### src/common/evt_report_defs.svh
/*
  Register offsets, field positions and reset values of the event-reporting block.
  Assumes inclusion by bare name from any file that needs them.
*/
`ifndef EVT_REPORT_DEFS_SVH
`define EVT_REPORT_DEFS_SVH

`define RISE_MASK_WR_ADDR 8'h0D
`define RISE_MASK_SET_ADDR 8'h0E
`define RISE_MASK_CLR_ADDR 8'h0F
`define FALL_MASK_WR_ADDR 8'h10
`define FALL_MASK_SET_ADDR 8'h11
`define FALL_MASK_CLR_ADDR 8'h12
`define LIVE_SRC_ADDR 8'h13
`define CAPTURED_ADDR 8'h14
`define LINE_VIEW_ADDR 8'h15

`define SRC_BIT_DETACH 0
`define SRC_BIT_POWER 1
`define SRC_BIT_SESSION 2
`define SRC_BIT_END 3
`define SRC_BIT_ID 4
`define SRC_COUNT 5

`define MASK_RESET_VAL 8'h1F
`define CAPTURED_RESET_VAL 8'h00
`define READ_UNMAPPED_VAL 8'h00

`endif

### src/common/evt_report_pkg.sv
/*
  Types shared by the event-reporting block.
  Assumes the constants header is compiled alongside.
*/
`default_nettype none
package evt_report_pkg;
  typedef logic [7:0] reg_byte_t;
  typedef enum logic [1:0] {
    ACC_READ,
    ACC_WRITE,
    ACC_SET,
    ACC_CLEAR
  } access_kind_t;
endpackage
`default_nettype wire

### src/rtl/usb_phy_event_reporting.sv
/*
  Event-reporting logic of a low-pin-interface USB transceiver: edge masks,
  live status view, read-to-clear capture register, line-state view and
  receive-command byte request.
  Assumes the register access engine presents one access per cycle, all
  inputs synchronous to CLK.
*/
// Functional notes
// - unmasked rising source edge raises interrupt and requests a receive-command byte.
// - unmasked falling source edge raises interrupt and requests a receive-command byte.
// - both masks reset to 1Fh; bits 7 to 5 reserved, zero.
// - bit 4 id, 3 session end, 2 session valid, 1 power, 0 detach.
// - rising mask read/write at 0Dh, set at 0Eh, clear at 0Fh.
// - falling mask read/write at 10h, set at 11h, clear at 12h.
// - status at 13h is read-only and shows live source values.
// - status bits come from detector and comparator outputs in mapped order.
// - allowed transitions set capture bits; masked transitions do not.
// - reading capture register clears it and returns the prior value.
// - entering low-power mode clears the capture register, except for edges that hit in that same cycle.
// - capture register read-only, resets to zero, bits 7 to 5 zero.
// - debug register at 15h shows line state in bits 1:0, rest zero.
`timescale 1ns/10ps
`default_nettype none
`include "evt_report_defs.svh"

module usb_phy_event_reporting #(
  parameter int SRC_W = `SRC_COUNT
) (
  // clock and reset
  input wire logic CLK,
  input wire logic RST_N,
  // register access from the link
  input wire logic REG_REQ,
  input wire evt_report_pkg::access_kind_t REG_KIND,
  input wire logic [7:0] REG_ADDR,
  input wire evt_report_pkg::reg_byte_t REG_WDATA,
  output evt_report_pkg::reg_byte_t REG_RDATA,
  output logic REG_RVALID,
  // event sources
  input wire logic ID_GROUNDED,
  input wire logic SESSION_ENDED,
  input wire logic SESSION_OK_CMP,
  input wire logic BUS_POWER_OK_CMP,
  input wire logic DOWNSTREAM_DETACH,
  input wire logic LINE_CONDITION_HI,
  input wire logic LINE_CONDITION_LO,
  input wire logic LOW_POWER_MODE,
  // event reporting toward the link
  output logic EVENT_IRQ,
  output logic RXCMD_REQ,
  output evt_report_pkg::reg_byte_t RXCMD_STATUS
);
  import evt_report_pkg::*;

  // the bit map is fixed by the register layout, so no other width can be served
  if (SRC_W != `SRC_COUNT) begin : g_bad_src_w
    $error("SRC_W must equal the number of event sources");
  end

  localparam reg_byte_t CAPT_RST = `CAPTURED_RESET_VAL;

  reg_byte_t rise_mask_ff, nxt_rise_mask;
  reg_byte_t fall_mask_ff, nxt_fall_mask;
  logic [SRC_W-1:0] src_prev_ff;
  logic [SRC_W-1:0] captured_ff, nxt_captured;
  logic low_power_prev_ff;
  logic [SRC_W-1:0] rise_hit, fall_hit;
  logic [SRC_W-1:0] live_src;

  // one fixed bit per source, shared by masks, status and captures
  assign live_src[`SRC_BIT_ID] = ID_GROUNDED;
  assign live_src[`SRC_BIT_END] = SESSION_ENDED;
  assign live_src[`SRC_BIT_SESSION] = SESSION_OK_CMP;
  assign live_src[`SRC_BIT_POWER] = BUS_POWER_OK_CMP;
  assign live_src[`SRC_BIT_DETACH] = DOWNSTREAM_DETACH;

  wire reg_byte_t live_byte = {{(8 - SRC_W){1'b0}}, live_src};
  wire reg_byte_t captured_byte = {{(8 - SRC_W){1'b0}}, captured_ff};
  wire reg_byte_t line_byte = {6'h00, LINE_CONDITION_HI, LINE_CONDITION_LO};
  wire reg_byte_t field_mask = `MASK_RESET_VAL;

  // a kind at the wrong address of a triple falls through and is ignored
  wire logic is_wr = REG_REQ && (REG_KIND == ACC_WRITE);
  wire logic is_set = REG_REQ && (REG_KIND == ACC_SET);
  wire logic is_clr = REG_REQ && (REG_KIND == ACC_CLEAR);
  wire logic is_rd = REG_REQ && (REG_KIND == ACC_READ);

  wire logic rise_wr = is_wr && (REG_ADDR == `RISE_MASK_WR_ADDR);
  wire logic rise_set = is_set && (REG_ADDR == `RISE_MASK_SET_ADDR);
  wire logic rise_clr = is_clr && (REG_ADDR == `RISE_MASK_CLR_ADDR);
  wire logic fall_wr = is_wr && (REG_ADDR == `FALL_MASK_WR_ADDR);
  wire logic fall_set = is_set && (REG_ADDR == `FALL_MASK_SET_ADDR);
  wire logic fall_clr = is_clr && (REG_ADDR == `FALL_MASK_CLR_ADDR);

  // any address of a mask's triple reads that mask
  wire logic rd_rise = (REG_ADDR >= `RISE_MASK_WR_ADDR) && (REG_ADDR <= `RISE_MASK_CLR_ADDR);
  wire logic rd_fall = (REG_ADDR >= `FALL_MASK_WR_ADDR) && (REG_ADDR <= `FALL_MASK_CLR_ADDR);
  wire logic rd_capt = is_rd && (REG_ADDR == `CAPTURED_ADDR);

  wire reg_byte_t rd_mux =
    rd_rise ? rise_mask_ff :
    rd_fall ? fall_mask_ff :
    (REG_ADDR == `LIVE_SRC_ADDR) ? live_byte :
    (REG_ADDR == `CAPTURED_ADDR) ? captured_byte :
    (REG_ADDR == `LINE_VIEW_ADDR) ? line_byte :
    `READ_UNMAPPED_VAL;

  // reserved mask bits stay zero whatever the link writes
  assign nxt_rise_mask = field_mask & (rise_wr ? REG_WDATA :
                                       rise_set ? (rise_mask_ff | REG_WDATA) :
                                       rise_clr ? (rise_mask_ff & ~REG_WDATA) :
                                       rise_mask_ff);
  assign nxt_fall_mask = field_mask & (fall_wr ? REG_WDATA :
                                       fall_set ? (fall_mask_ff | REG_WDATA) :
                                       fall_clr ? (fall_mask_ff & ~REG_WDATA) :
                                       fall_mask_ff);

  genvar g;
  generate
    for (g = 0; g < SRC_W; g++) begin : g_edge
      assign rise_hit[g] = live_src[g] && !src_prev_ff[g] && rise_mask_ff[g];
      assign fall_hit[g] = !live_src[g] && src_prev_ff[g] && fall_mask_ff[g];
    end
  endgenerate

  // each edge is judged on its own mask; rises and falls share one capture bit
  wire logic [SRC_W-1:0] any_hit = rise_hit | fall_hit;
  wire logic lp_entry = LOW_POWER_MODE && !low_power_prev_ff;

  // new events win over a read clear so none is lost
  assign nxt_captured = ((rd_capt || lp_entry) ? '0 : captured_ff) | any_hit;

  always_ff @(posedge CLK or negedge RST_N) begin
    if (!RST_N) begin
      rise_mask_ff <= `MASK_RESET_VAL;
    end else begin
      rise_mask_ff <= nxt_rise_mask;
    end
  end

  always_ff @(posedge CLK or negedge RST_N) begin
    if (!RST_N) begin
      fall_mask_ff <= `MASK_RESET_VAL;
    end else begin
      fall_mask_ff <= nxt_fall_mask;
    end
  end

  always_ff @(posedge CLK or negedge RST_N) begin
    if (!RST_N) begin
      captured_ff <= CAPT_RST[SRC_W-1:0];
    end else begin
      captured_ff <= nxt_captured;
    end
  end

  // previous sample starts at zero, so a source high at reset reports a rise
  always_ff @(posedge CLK or negedge RST_N) begin
    if (!RST_N) begin
      src_prev_ff <= '0;
    end else begin
      src_prev_ff <= live_src;
    end
  end

  // a level already high at reset counts as an entry and clears captures once
  always_ff @(posedge CLK or negedge RST_N) begin
    if (!RST_N) begin
      low_power_prev_ff <= 1'b0;
    end else begin
      low_power_prev_ff <= LOW_POWER_MODE;
    end
  end

  always_ff @(posedge CLK or negedge RST_N) begin
    if (!RST_N) begin
      REG_RVALID <= 1'b0;
    end else begin
      REG_RVALID <= is_rd;
    end
  end

  // read data holds between reads so the link may pick it up late
  always_ff @(posedge CLK or negedge RST_N) begin
    if (!RST_N) begin
      REG_RDATA <= '0;
    end else begin
      if (is_rd) begin
        REG_RDATA <= rd_mux;
      end
    end
  end

  // one request per cycle with a hit; the link sees the post-transition status
  always_ff @(posedge CLK or negedge RST_N) begin
    if (!RST_N) begin
      EVENT_IRQ <= 1'b0;
    end else begin
      EVENT_IRQ <= |any_hit;
    end
  end

  always_ff @(posedge CLK or negedge RST_N) begin
    if (!RST_N) begin
      RXCMD_REQ <= 1'b0;
    end else begin
      RXCMD_REQ <= |any_hit;
    end
  end

  always_ff @(posedge CLK or negedge RST_N) begin
    if (!RST_N) begin
      RXCMD_STATUS <= '0;
    end else begin
      if (|any_hit) begin
        RXCMD_STATUS <= live_byte;
      end
    end
  end
endmodule

`default_nettype wire

### config.mk
export PLATFORM = sky130hd
export DESIGN_NAME = usb_phy_event_reporting
export DESIGN_NICKNAME = d
export VERILOG_FILES = /design/src/common/evt_report_pkg.sv /design/src/rtl/usb_phy_event_reporting.sv
export VERILOG_INCLUDE_DIRS = /design/src /design/src/common
export SDC_FILE = /design/constraint.sdc
export NUM_CORES = 1
export LEC_CHECK = 0
export BUFFER_PORTS_ARGS = -buffer_cell sky130_fd_sc_hd__buf_2
export CAP_MARGIN = 20
export CORE_MARGIN = 10
export CORE_UTILIZATION = 56
export CTS_BUF_LIST = sky130_fd_sc_hd__clkbuf_8 sky130_fd_sc_hd__clkbuf_16
export DETAILED_ROUTE_END_ITERATION = 8
export PLACE_DENSITY = 0.94
export SKIP_LAST_GASP = 1
export SLEW_MARGIN = 10
export SYNTH_ARGS = -nofsm -noshare
export SYNTH_HDL_FRONTEND = slang
export SYNTH_SLANG_ARGS = --single-unit
### constraint.sdc
create_clock -name CLK -period 2.7 [get_ports CLK]
set_clock_uncertainty 0.2 [all_clocks]
set_input_delay 0.675 -clock CLK [delete_from_list [all_inputs] [get_ports CLK]]
set_output_delay 0.675 -clock CLK [all_outputs]
set_load 0.05 [all_outputs]
==> metrics.md, run 1 <==
| Metric | Value |
|---|---|
| Outcome | `finished clean` |
| Multi-input logic area | `840.8 um^2` |
| Post-Syn Area | `1769 um^2` |
| Worst slew pin tran | `slightly above 0.7 ns` |
| RSZ-0062 raised after global routing | `no` |
| Top FF cell, synth | `dfrtp_1` |
| Io pins | `48` |
| Post-CTS Setup Bufs | `0` |
| Inserted Diodes | `0` |
| Synth area leader | `dfrtp_1` |
| Fmax | `~0.46 GHz` |
| CP required | `approximately 2.7 ns` |
| Hold Worst Slack | `approximately 0.23 ns` |
| Lkg Pwr | `0.9941 nW` |
| Slew Viols, Final | `0` |
| Final WS setup | `roughly 0.52 ns` |
| CTS max path bufs | `2` |
| Number of global-route vias before repair | `between 1000 and 1500` |
| Final setup vio count | `0` |
| Crit end category | `flip-flop` |
| Reg clk slew, reported paths | `0.07 ns` |
| #FFs+latches synth | `33` |
| Syn-to-layout area delta | `17.04%` |
| Width of the die | `76.21 um` |
| Port Buffers | `38` |
| Max_cap viols | `0` |
| Post-synthesis sequential area ratio | `0.4738` |
| # rows | `20` |
| PwrDens | `between 600 and 700 nW/um^2` |
| Slew HR | `0.5278` |
| Place WS | `0.2393 ns` |
| Die area | `5807 um^2` |
| Minimum clock period after layout | `around 2.2 ns` |
| DR DRC count | `0` |
| Final Cycle Share | `0.8078` |
| DRT antenna net count | `0` |
| Via count | `1509` |
| Commonest cells post-synth | `nand2_1 (26), dfrtp_1 (23), o21ai_0 (17)` |
| Top cells by area, synth | `dfrtp_1 (33%), dfstp_2 (15%), nand2_1 (5.5%)` |
| Via-to-Cell Ratio | `5.673` |
| Clk root buf | `clkbuf_8` |
| FF/Latch Area | `about 840 um^2` |
| Count leader, synth | `nand2_1` |
| EDFF count, synth | `0` |
| CTS sink count | `33` |
| Hold-fix buffers, CTS | `0` |
| Cell Count Post-Placement | `258` |
| Post-cts resize count | `0` |
| Share of the synthesized area in the top cell type | `0.3253` |
| Overall Global Routing Usage | `0.1467` |
| Detailed-route wire length | `4202 um` |
| Num CTS Buffers | `5` |
| Worst setup SP type | `primary input` |
| Nets | `250` |
| Fin cells | `266` |
| WS Path Type | `primary input to flip-flop` |
| Synthesized area per cell | `9.721 um^2` |
| Initial Util | `0.5843` |
| Setup TNS Final | `0 ns` |
| Cells on worst reg2reg path | `5` |
| Largest net degree at the start of global routing | `34` |
| Skew-Pair Late Insertion Delay | `between 0.2 and 0.3 ns` |
| FILL cells | `239` |
| WL/cell | `15.80 um` |
| Reg2reg setup slack | `0.84 ns` |
| Synthesis Warnings | `0` |
| CP startpoint | `REG_ADDR[5]` |
| First-pass GRT wire length | `7127 um` |
| HP Class | `primary input to asynchronous set/reset pin` |
| Share of layout cells above drive strength 1 | `0.3018` |
| Initial antenna violation count | `0` |
| Share of async-settable or async-resettable flops after synthesis | `1.000` |
| Final hold violation count | `0` |
| Number of iterations in the first detailed-routing pass | `4` |
| Drt first-iter violations | `141` |
| Crit path DAT | `2.21 ns` |
| Total core area | `about 3000 um^2` |
| Maximum net fanout on the critical path | `8` |
| CTS tree | `yes` |
| Synth unique cells | `40` |
| Htree depth | `2` |
| Peak VDD IR | `0.0005421 V` |
| Cell count after synthesis | `around 180` |
| Routability cong. | `0.8910` |
| Chip Height | `76.21 um` |
| DP HPWL | `between 3000 and 4000 um` |
| Gr ovfl total | `0` |
## final timing paths
| check | end |
|---|---|
| worst max-delay path | flip-flop |
| worst min-delay path | REG_RVALID |
| worst max register to register | RXCMD_STATUS[0] |
| worst min register to register | captured_ff[3] |
| max in group asynchronous | REG_RDATA[2] |
| min in group CLK | captured_ff[3] |
## cell families after synthesis
| logic type | count (synthesis) | synth area share |
|---|---|---|
| AO/OA/AOI/OAI | 55 | 0.2065 |
| XOR/XNOR | 1 | 0.004951 |
| buffers and inverters | 17 | 0.06153 |
| flip-flops | 33 | 0.4738 |
| multiplexers | 7 | 0.04314 |
| other | 1 | 0.002120 |
| AND/OR/NAND/NOR | 68 | 0.2079 |
## metal layers
layer  routed length (um)  GRT usage
met5                    0          0
met4                   62    0.07063
met1                 1754     0.1735
met3                  327    0.05542
met2                 2057     0.2287
## power breakdown
part | total (W) | internal (W) | switching (W)
combinational | 0.000366 | 0.0000987 | 0.000267
sequential | 0.000582 | 0.000554 | 0.0000276
clock | 0.000477 | 0.000297 | 0.000180
total | 0.00142 | 0.000950 | 0.000474
## area by class of cell
| type | count | share of cell area |
|---|---|---|
| clock buffer | 6 | 0.03988 |
| clock inverter | 2 | 0.01631 |
| inverter | 4 | 0.007251 |
| multi-input combinational | 137 | 0.4060 |
| sequential | 33 | 0.4048 |
| tap | 44 | 0.02659 |
| timing repair buffer | 40 | 0.09909 |
## worst max-delay path: stages
cell       delay [ns]
buf_2            0.10
or3_4            0.41
nor3b_4          0.37
o2111ai_2        0.25
o21bai_1         0.22
a22o_1           0.18
## cell usage in the layout (no fill, tap or decap), types with 2 or more instances in the layout
cell type | synthesis | layout
buf_2 | 0 | 38
nand2_1 | 26 | 26
dfrtp_1 | 23 | 23
o21ai_0 | 17 | 17
nor2_1 | 14 | 14
dfstp_2 | 10 | 10
a21oi_1 | 7 | 7
nor2b_1 | 6 | 6
conb_1 | 1 | 6
clkbuf_8 | 0 | 6
inv_1 | 4 | 5
nand3b_1 | 5 | 5
a21o_1 | 5 | 5
o22ai_1 | 5 | 5
mux2_2 | 5 | 5
o21bai_1 | 5 | 5
a22o_1 | 5 | 5
nor3_1 | 3 | 3
nand3_1 | 3 | 3
and3_1 | 3 | 3
a32oi_1 | 2 | 2
mux2i_1 | 2 | 2
a211oi_1 | 2 | 2
buf_4 | 8 | 2
## stage by stage
step / total power (W) / utilization / instance area, um^2
floorplan: 0.0008655 / - / 1788
finish: 0.001424 / 0.6839 / 2071
global placement: 0.0009515 / 0.6455 / 1954
global route: 0.001480 / 0.6839 / 2071
detailed placement: 0.0009594 / 0.6455 / 1954
CTS: 0.001434 / 0.6839 / 2071
Power figures use the tool's default switching activity.
==> run 2: changes to the inputs <==
CORE_UTILIZATION = 47   (was 56)
PLACE_DENSITY = 0.86   (was 0.94)
clock period = 2 ns   (was 2.7 ns; I/O delays follow)
==> run 2 against run 1 <==
Sequential cell count unchanged. Count of clock-buffer cells in the layout unchanged. Non-clock buffer count is 11 higher. Register-to-register slack got worse by 0.68 ns. Highest routed layer unchanged.
==> metrics.md, run 2 (synthesized netlist as in run 1, its figures left out) <==
| Metric | Value |
|---|---|
| HP Class | `primary input to asynchronous set/reset pin` |
| Slowest-stage cell, CP | `or3_4` |
| Max_cap viols | `0 (unchanged)` |
| CTS max path bufs | `2 (unchanged)` |
| Routed wl met3 | `454 um (+39%)` |
| DP HPWL | `3483 um (+10%)` |
| Most common cell after layout, fill and taps aside | `buf_2` |
| Reg clk slew, reported paths | `0.07 ns (about the same)` |
| Met1 Wirelength | `1802 um (+2.7%)` |
| CP required | `2.01 ns (-0.72 ns)` |
| CP startpoint | `REG_ADDR[5]` |
| Overall Global Routing Usage | `0.1418 (-0.004973)` |
| Peak VDD IR | `0.0007083 V (+31%)` |
| Initial Util | `0.4833 (-0.1010)` |
| Detailed-route wire length | `4513 um (+7.4%)` |
| Most frequent CP cell | `buf_4` |
| DP Area | `2042 um^2 (+4.5%)` |
| Finished Cell Area | `2161 um^2 (+4.4%)` |
| Place WS | `-0.2105 ns (-0.4498 ns)` |
| Number of global-route vias before repair | `1509 (+1.7%)` |
| Clk root buf | `clkbuf_8` |
| Layout Utilization | `0.5902 (-0.09366)` |
| Share of layout cells above drive strength 1 | `0.3391 (+0.03725)` |
| CTS sink count | `33 (unchanged)` |
| Largest net degree at the start of global routing | `34 (unchanged)` |
| Maximum net fanout on the critical path | `5 (-3)` |
| Syn-to-layout area delta | `22.14%` |
| Skew-Pair Late Insertion Delay | `0.29 ns (about the same)` |
| Initial antenna violation count | `0 (unchanged)` |
| Htree depth | `2 (unchanged)` |
| Chip Height | `81.36 um (+6.8%)` |
| Crit path DAT | `1.93 ns (-0.28 ns)` |
| Final Cycle Share | `0.9580` |
| First-pass GRT wire length | `7245 um (+1.7%)` |
| Hold-fix buffers, CTS | `0 (unchanged)` |
| Final hold violation count | `0 (unchanged)` |
| CTS tree | `yes` |
| Number of iterations in the first detailed-routing pass | `4 (unchanged)` |
| Final setup vio count | `0 (unchanged)` |
| Crit-path cells | `buf_2 -> or3_4 -> buf_4 -> nor4_1 -> buf_4 -> nor2_1 -> o21ai_0 -> nand2_1` |
| Worst slew pin tran | `0.5780 ns (-0.1303 ns)` |
| DRT antenna net count | `0 (unchanged)` |
| FILL cells | `309 (+29%)` |
| PwrDens | `893.9 nW/um^2 (+30%)` |
| Gr ovfl total | `0 (unchanged)` |
| Outcome | `finished clean` |
| Nets | `261 (+4.4%)` |
| Width of the die | `81.36 um (+6.8%)` |
| Fmax | `0.5219 GHz` |
| Routability cong. | `0.9038 (+1.4%)` |
| Worst setup SP type | `primary input` |
| Port Buffers | `38 (unchanged)` |
| # rows | `22 (+10%)` |
| WS Path Type | `primary input to flip-flop` |
| RSZ-0062 raised after global routing | `no` |
| Via-to-Cell Ratio | `5.555 (-2.1%)` |
| WL/cell | `16.06 um (+1.7%)` |
| Die area | `6619 um^2 (+14%)` |
| Lkg Pwr | `1.047 nW (+5.3%)` |
| Slew HR | `0.6096 (+0.08180)` |
| Drt first-iter violations | `179 (+27%)` |
| Slew Viols, Final | `0 (unchanged)` |
| Final WS setup | `0.08409 ns (-0.4348 ns)` |
| Crit end category | `flip-flop` |
| Minimum clock period after layout | `1.916 ns` |
| DR DRC count | `0 (unchanged)` |
| Commonest non-fill, non-tap cells in the layout | `buf_2 (38), nand2_1 (25), dfrtp_1 (23), o21ai_0 (17), nor2_1 (14)` |
| Max Used Layer | `met4` |
| Met2 WL | `2187 um (+6.3%)` |
| Via count | `1561 (+3.4%)` |
| Total core area | `3661 um^2 (+21%)` |
| Inserted Diodes | `0 (unchanged)` |
| Hold Worst Slack | `0.03211 ns (-0.2003 ns)` |
| Num CTS Buffers | `5 (unchanged)` |
| Io pins | `48 (unchanged)` |
| Crit path largest cell delay | `0.39 ns (-0.02 ns)` |
-- run 2: cell count changes in the layout (fill, tap and decap cells not counted) --
cell	previous run	this run
buf_4	2	13
nand2_1	26	25
nand2_2	0	1
-- run 2: timing repair --
| item | CTS | global route |
|---|---|---|
| setup endpoints to repair | 0 | 1 |
| buffers inserted | 0 | 0 |
| endpoints found under the hold margin | 0 | 0 |
| resized for setup | 0 | 1 |
-- run 2: path summary, 6_finish.rpt --
kind	slack, ns	endpoint	depth (start not counted)
worst max-delay path	0.08	flip-flop	8
worst min-delay path	0.03	REG_RDATA[3]	2
worst max register to register	0.16	RXCMD_STATUS[0]	5
worst min register to register	0.28	captured_ff[0]	1
max in group asynchronous	1.24	asynchronous set/reset pin	2
min in group CLK	0.14	low_power_prev_ff	1
-- run 2: layout make-up --
cell class	count	area, um^2	area share
well taps	48	60.06	0.02779
clock inverters	2	33.78	0.01563
clock buffers	6	82.58	0.03822
flip-flops and latches	33	838.3	0.3880
repair buffers	51	287.8	0.1332
multi-input cells	137	843.3	0.3903
inverters	4	15.01	0.006948
-- run 2: worst max-delay path: cells and delay by family --
family | cells | cell delay [ns]
AOI/OAI and AO/OA | 1 | 0.17
buffers and inverters | 3 | 0.44
and+or+nand+nor | 4 | 0.81
-- run 2: routing by layer --
layer	global-route usage	up-vias
met3	0.04415	8
met1	0.1674	735
met4	0.05709	0
met2	0.2338	77
met5	0	-
li1	-	741
-- run 2: power by group --
| group | total, W | internal [W] | switching (W) |
|---|---|---|---|
| logic | 0.000510 | 0.000145 | 0.000365 |
| registers | 0.000786 | 0.000748 | 0.0000376 |
| clock network | 0.000636 | 0.000401 | 0.000235 |
| total | 0.00193 | 0.00129 | 0.000638 |
-- run 2: metrics by stage --
step | cells | power (W) | setup TNS [ns]
after floorplan | 187 | 0.001168 | -0.07065
after global placement | 273 | 0.001298 | -1.881
after detailed placement | 273 | 0.001311 | -2.563
after CTS | 281 | 0.001951 | 0
after global routing | 281 | 0.002026 | 0
final | 281 | 0.001932 | 0
==> run 3: changes to the inputs <==
CORE_ASPECT_RATIO = 1.25   (was unset)
RECOVER_POWER = 25   (was unset)
==> run 3 against run 2 <==
Core utilization is 1.2 points higher. Worst hold slack better by 0.091 ns. Sequential share of layout area is 0.18 points higher. Setup slack better by 0.027 ns. Highest routed layer unchanged.
==> metrics.md, run 3 (synthesized netlist as in run 1, its figures left out) <==
| Metric | Value |
|---|---|
| CP Depth | `5 (-3)` |
| Total core area | `3573 um^2 (-2.4%)` |
| Crit path largest cell delay | `0.39 ns (about the same)` |
| First-pass GRT wire length | `7113 um (-1.8%)` |
| Multi-input logic area | `840.8 um^2 (-0.30%)` |
| Initial antenna violation count | `0 (unchanged)` |
| Num CTS Buffers | `5 (unchanged)` |
| Hold Worst Slack | `0.1228 ns (+0.09070 ns)` |
| Fin cells | `275 (-2.1%)` |
| CTS max path bufs | `2 (unchanged)` |
| Layout Utilization | `0.6019 (+0.01166)` |
| Drt first-iter violations | `155 (-13%)` |
| Crit-path cells | `buf_2 -> or3_4 -> nor3b_4 -> a41oi_1 -> a21o_1` |
| CTS sink count | `33 (unchanged)` |
| Port Buffers | `38 (unchanged)` |
| PwrDens | `881.5 nW/um^2 (-1.4%)` |
| Share of layout cells above drive strength 1 | `0.3178 (-0.02126)` |
| Inserted Diodes | `0 (unchanged)` |
| Detailed-route wire length | `4432 um (-1.8%)` |
| Worst slew pin tran | `0.8139 ns (+0.2359 ns)` |
| Commonest non-fill, non-tap cells in the layout | `buf_2 (33), nand2_1 (26), dfrtp_1 (23), o21ai_0 (16), buf_4 (15)` |
| Gr ovfl total | `0 (unchanged)` |
| Maximum net fanout on the critical path | `5 (unchanged)` |
| Final hold violation count | `0 (unchanged)` |
| Crit path DAT | `1.87 ns (-0.06 ns)` |
| Htree depth | `2 (unchanged)` |
| Overall Global Routing Usage | `0.1409 (-0.0008911)` |
| Io pins | `48 (unchanged)` |
| Via count | `1531 (-1.9%)` |
| DRT antenna net count | `0 (unchanged)` |
| Slew Viols, Final | `0 (unchanged)` |
| Chip Height | `88.60 um (+8.9%)` |
| Die area | `6634 um^2 (+0.23%)` |
| Hold-fix buffers, CTS | `0 (unchanged)` |
| Tot Pwr | `0.001896 W (-1.8%)` |
| Initial Util | `0.4951 (+0.01184)` |
| Final Cycle Share | `0.9444 (-0.01357)` |
| Number of iterations in the first detailed-routing pass | `4 (unchanged)` |
| Internal Power | `0.001256 W (-2.9%)` |
| Clk root buf | `clkbuf_8` |
| CP top delay family | `simple AND/OR/NAND/NOR gates` |
| Sequential share of power | `0.414 (+0.007)` |
| Crit end category | `flip-flop` |
| Peak VDD IR | `0.0006246 V (-12%)` |
| Switch share | `0.3377 (+0.007509)` |
| Clock network power share | `0.317 (-0.012)` |
| DP HPWL | `3482 um (about the same)` |
| CTS tree | `yes` |
| Max_cap viols | `0 (unchanged)` |
| Hold path cells | `1` |
| # rows | `24 (+9.1%)` |
| Cells on worst reg2reg path | `5 (unchanged)` |
| Slowest-stage cell, CP | `or3_4` |
| CP required | `1.98 ns (-0.03 ns)` |
| Final setup vio count | `0 (unchanged)` |
| Worst setup SP type | `primary input` |
| Most common cell after layout, fill and taps aside | `buf_2` |
| DR DRC count | `0 (unchanged)` |
| Syn-to-layout area delta | `21.57%` |
| Number of global-route vias before repair | `1505 (-0.27%)` |
| Outcome | `finished clean` |
| Lkg Pwr | `1.043 nW (-0.42%)` |
| Largest net degree at the start of global routing | `34 (unchanged)` |
| Cell Count Post-Placement | `267 (-2.2%)` |
| Setup TNS Final | `0 ns (unchanged)` |
| FILL cells | `322 (+4.2%)` |
| RSZ-0062 raised after global routing | `no` |
| Slew HR | `0.4574 (-0.1522)` |
| Logic gate share of total power | `0.269 (+0.005)` |
| WL/cell | `16.12 um (+0.35%)` |
| Buf/Inv on CP | `1 (-2)` |
| Via-to-Cell Ratio | `5.567 (+0.22%)` |
| Routability cong. | `0.9116 (+0.86%)` |
| HP Class | `primary input to flip-flop` |
| Fmax | `0.5294 GHz (+1.4%)` |
| Skew-Pair Late Insertion Delay | `0.29 ns (about the same)` |
| Reg clk slew, reported paths | `0.07 ns (about the same)` |
| Nets | `264 (+1.1%)` |
| Width of the die | `74.88 um (-8.0%)` |
| WS Path Type | `primary input to flip-flop` |
| FF/Latch Area | `838.3 um^2 (unchanged)` |
| Minimum clock period after layout | `1.889 ns (-0.02715 ns)` |
| Psw | `0.0006403 W (+0.39%)` |
| Reg2reg setup slack | `0.18 ns (+0.02 ns)` |
run 3: cell count changes in the layout (fill, tap and decap cells not counted):
cell / before / now
clkbuf_8: 6 / 5
clkbuf_2: 0 / 1
buf_4: 13 / 15
buf_2: 38 / 33
clkinv_1: 0 / 1
nand2_2: 1 / 0
o21ai_0: 17 / 16
nand2_1: 25 / 26
clkbuf_1: 0 / 5
o21ai_1: 0 / 1
run 3: timing repair:
item,in CTS,in global routing
setup buffers,0,0
endpoints found under the setup margin,0,1
gates resized for setup,0,1
run 3: through the flow:
step	setup slack [ns]	cell area, um^2
floorplan	-0.01413	1788
global placement	-0.1356	2053
detailed placement	-0.1742	2053
CTS	0.1118	2160
global route	0.01703	2151
finish	0.1112	2151
run 3: layout make-up:
class / count / share of cell area
timing repair buffer: 54 / 0.1402
tap: 39 / 0.02269
clock buffer: 5 / 0.03200
sequential: 33 / 0.3898
inverter: 4 / 0.006981
clock inverter: 3 / 0.01745
multi-input combinational: 137 / 0.3909
run 3: path summary, 6_finish.rpt:
check / start / to
setup reg to reg: flip-flop / RXCMD_STATUS[2]
min in group asynchronous: RST_N / src_prev_ff[0]
hold reg to reg: captured_ff[0] / captured_ff[0]
max in group asynchronous: RST_N / captured_ff[2]
setup / recovery: REG_ADDR[5] / captured_ff[3]
hold / removal: LOW_POWER_MODE / low_power_prev_ff
run 3: power groups by stage:
stage	Clock (W)	Sequential, W	Combinational [W]
detailed placement	0	0.000798	0.000515
finish	0.000601	0.000785	0.000510
floorplan	0	0.00100	0.000168
global route	0.000645	0.000796	0.000545
CTS	0.000609	0.000786	0.000517
global placement	0	0.000793	0.000510
run 3: layer usage:
layer  GRT usage  up-vias  wire length, um
met5           0        -                0
met4     0.06724        0              135
met1      0.1545      697             1666
li1            -      747                -
met2      0.2344       74             2192
met3     0.05157       13              438
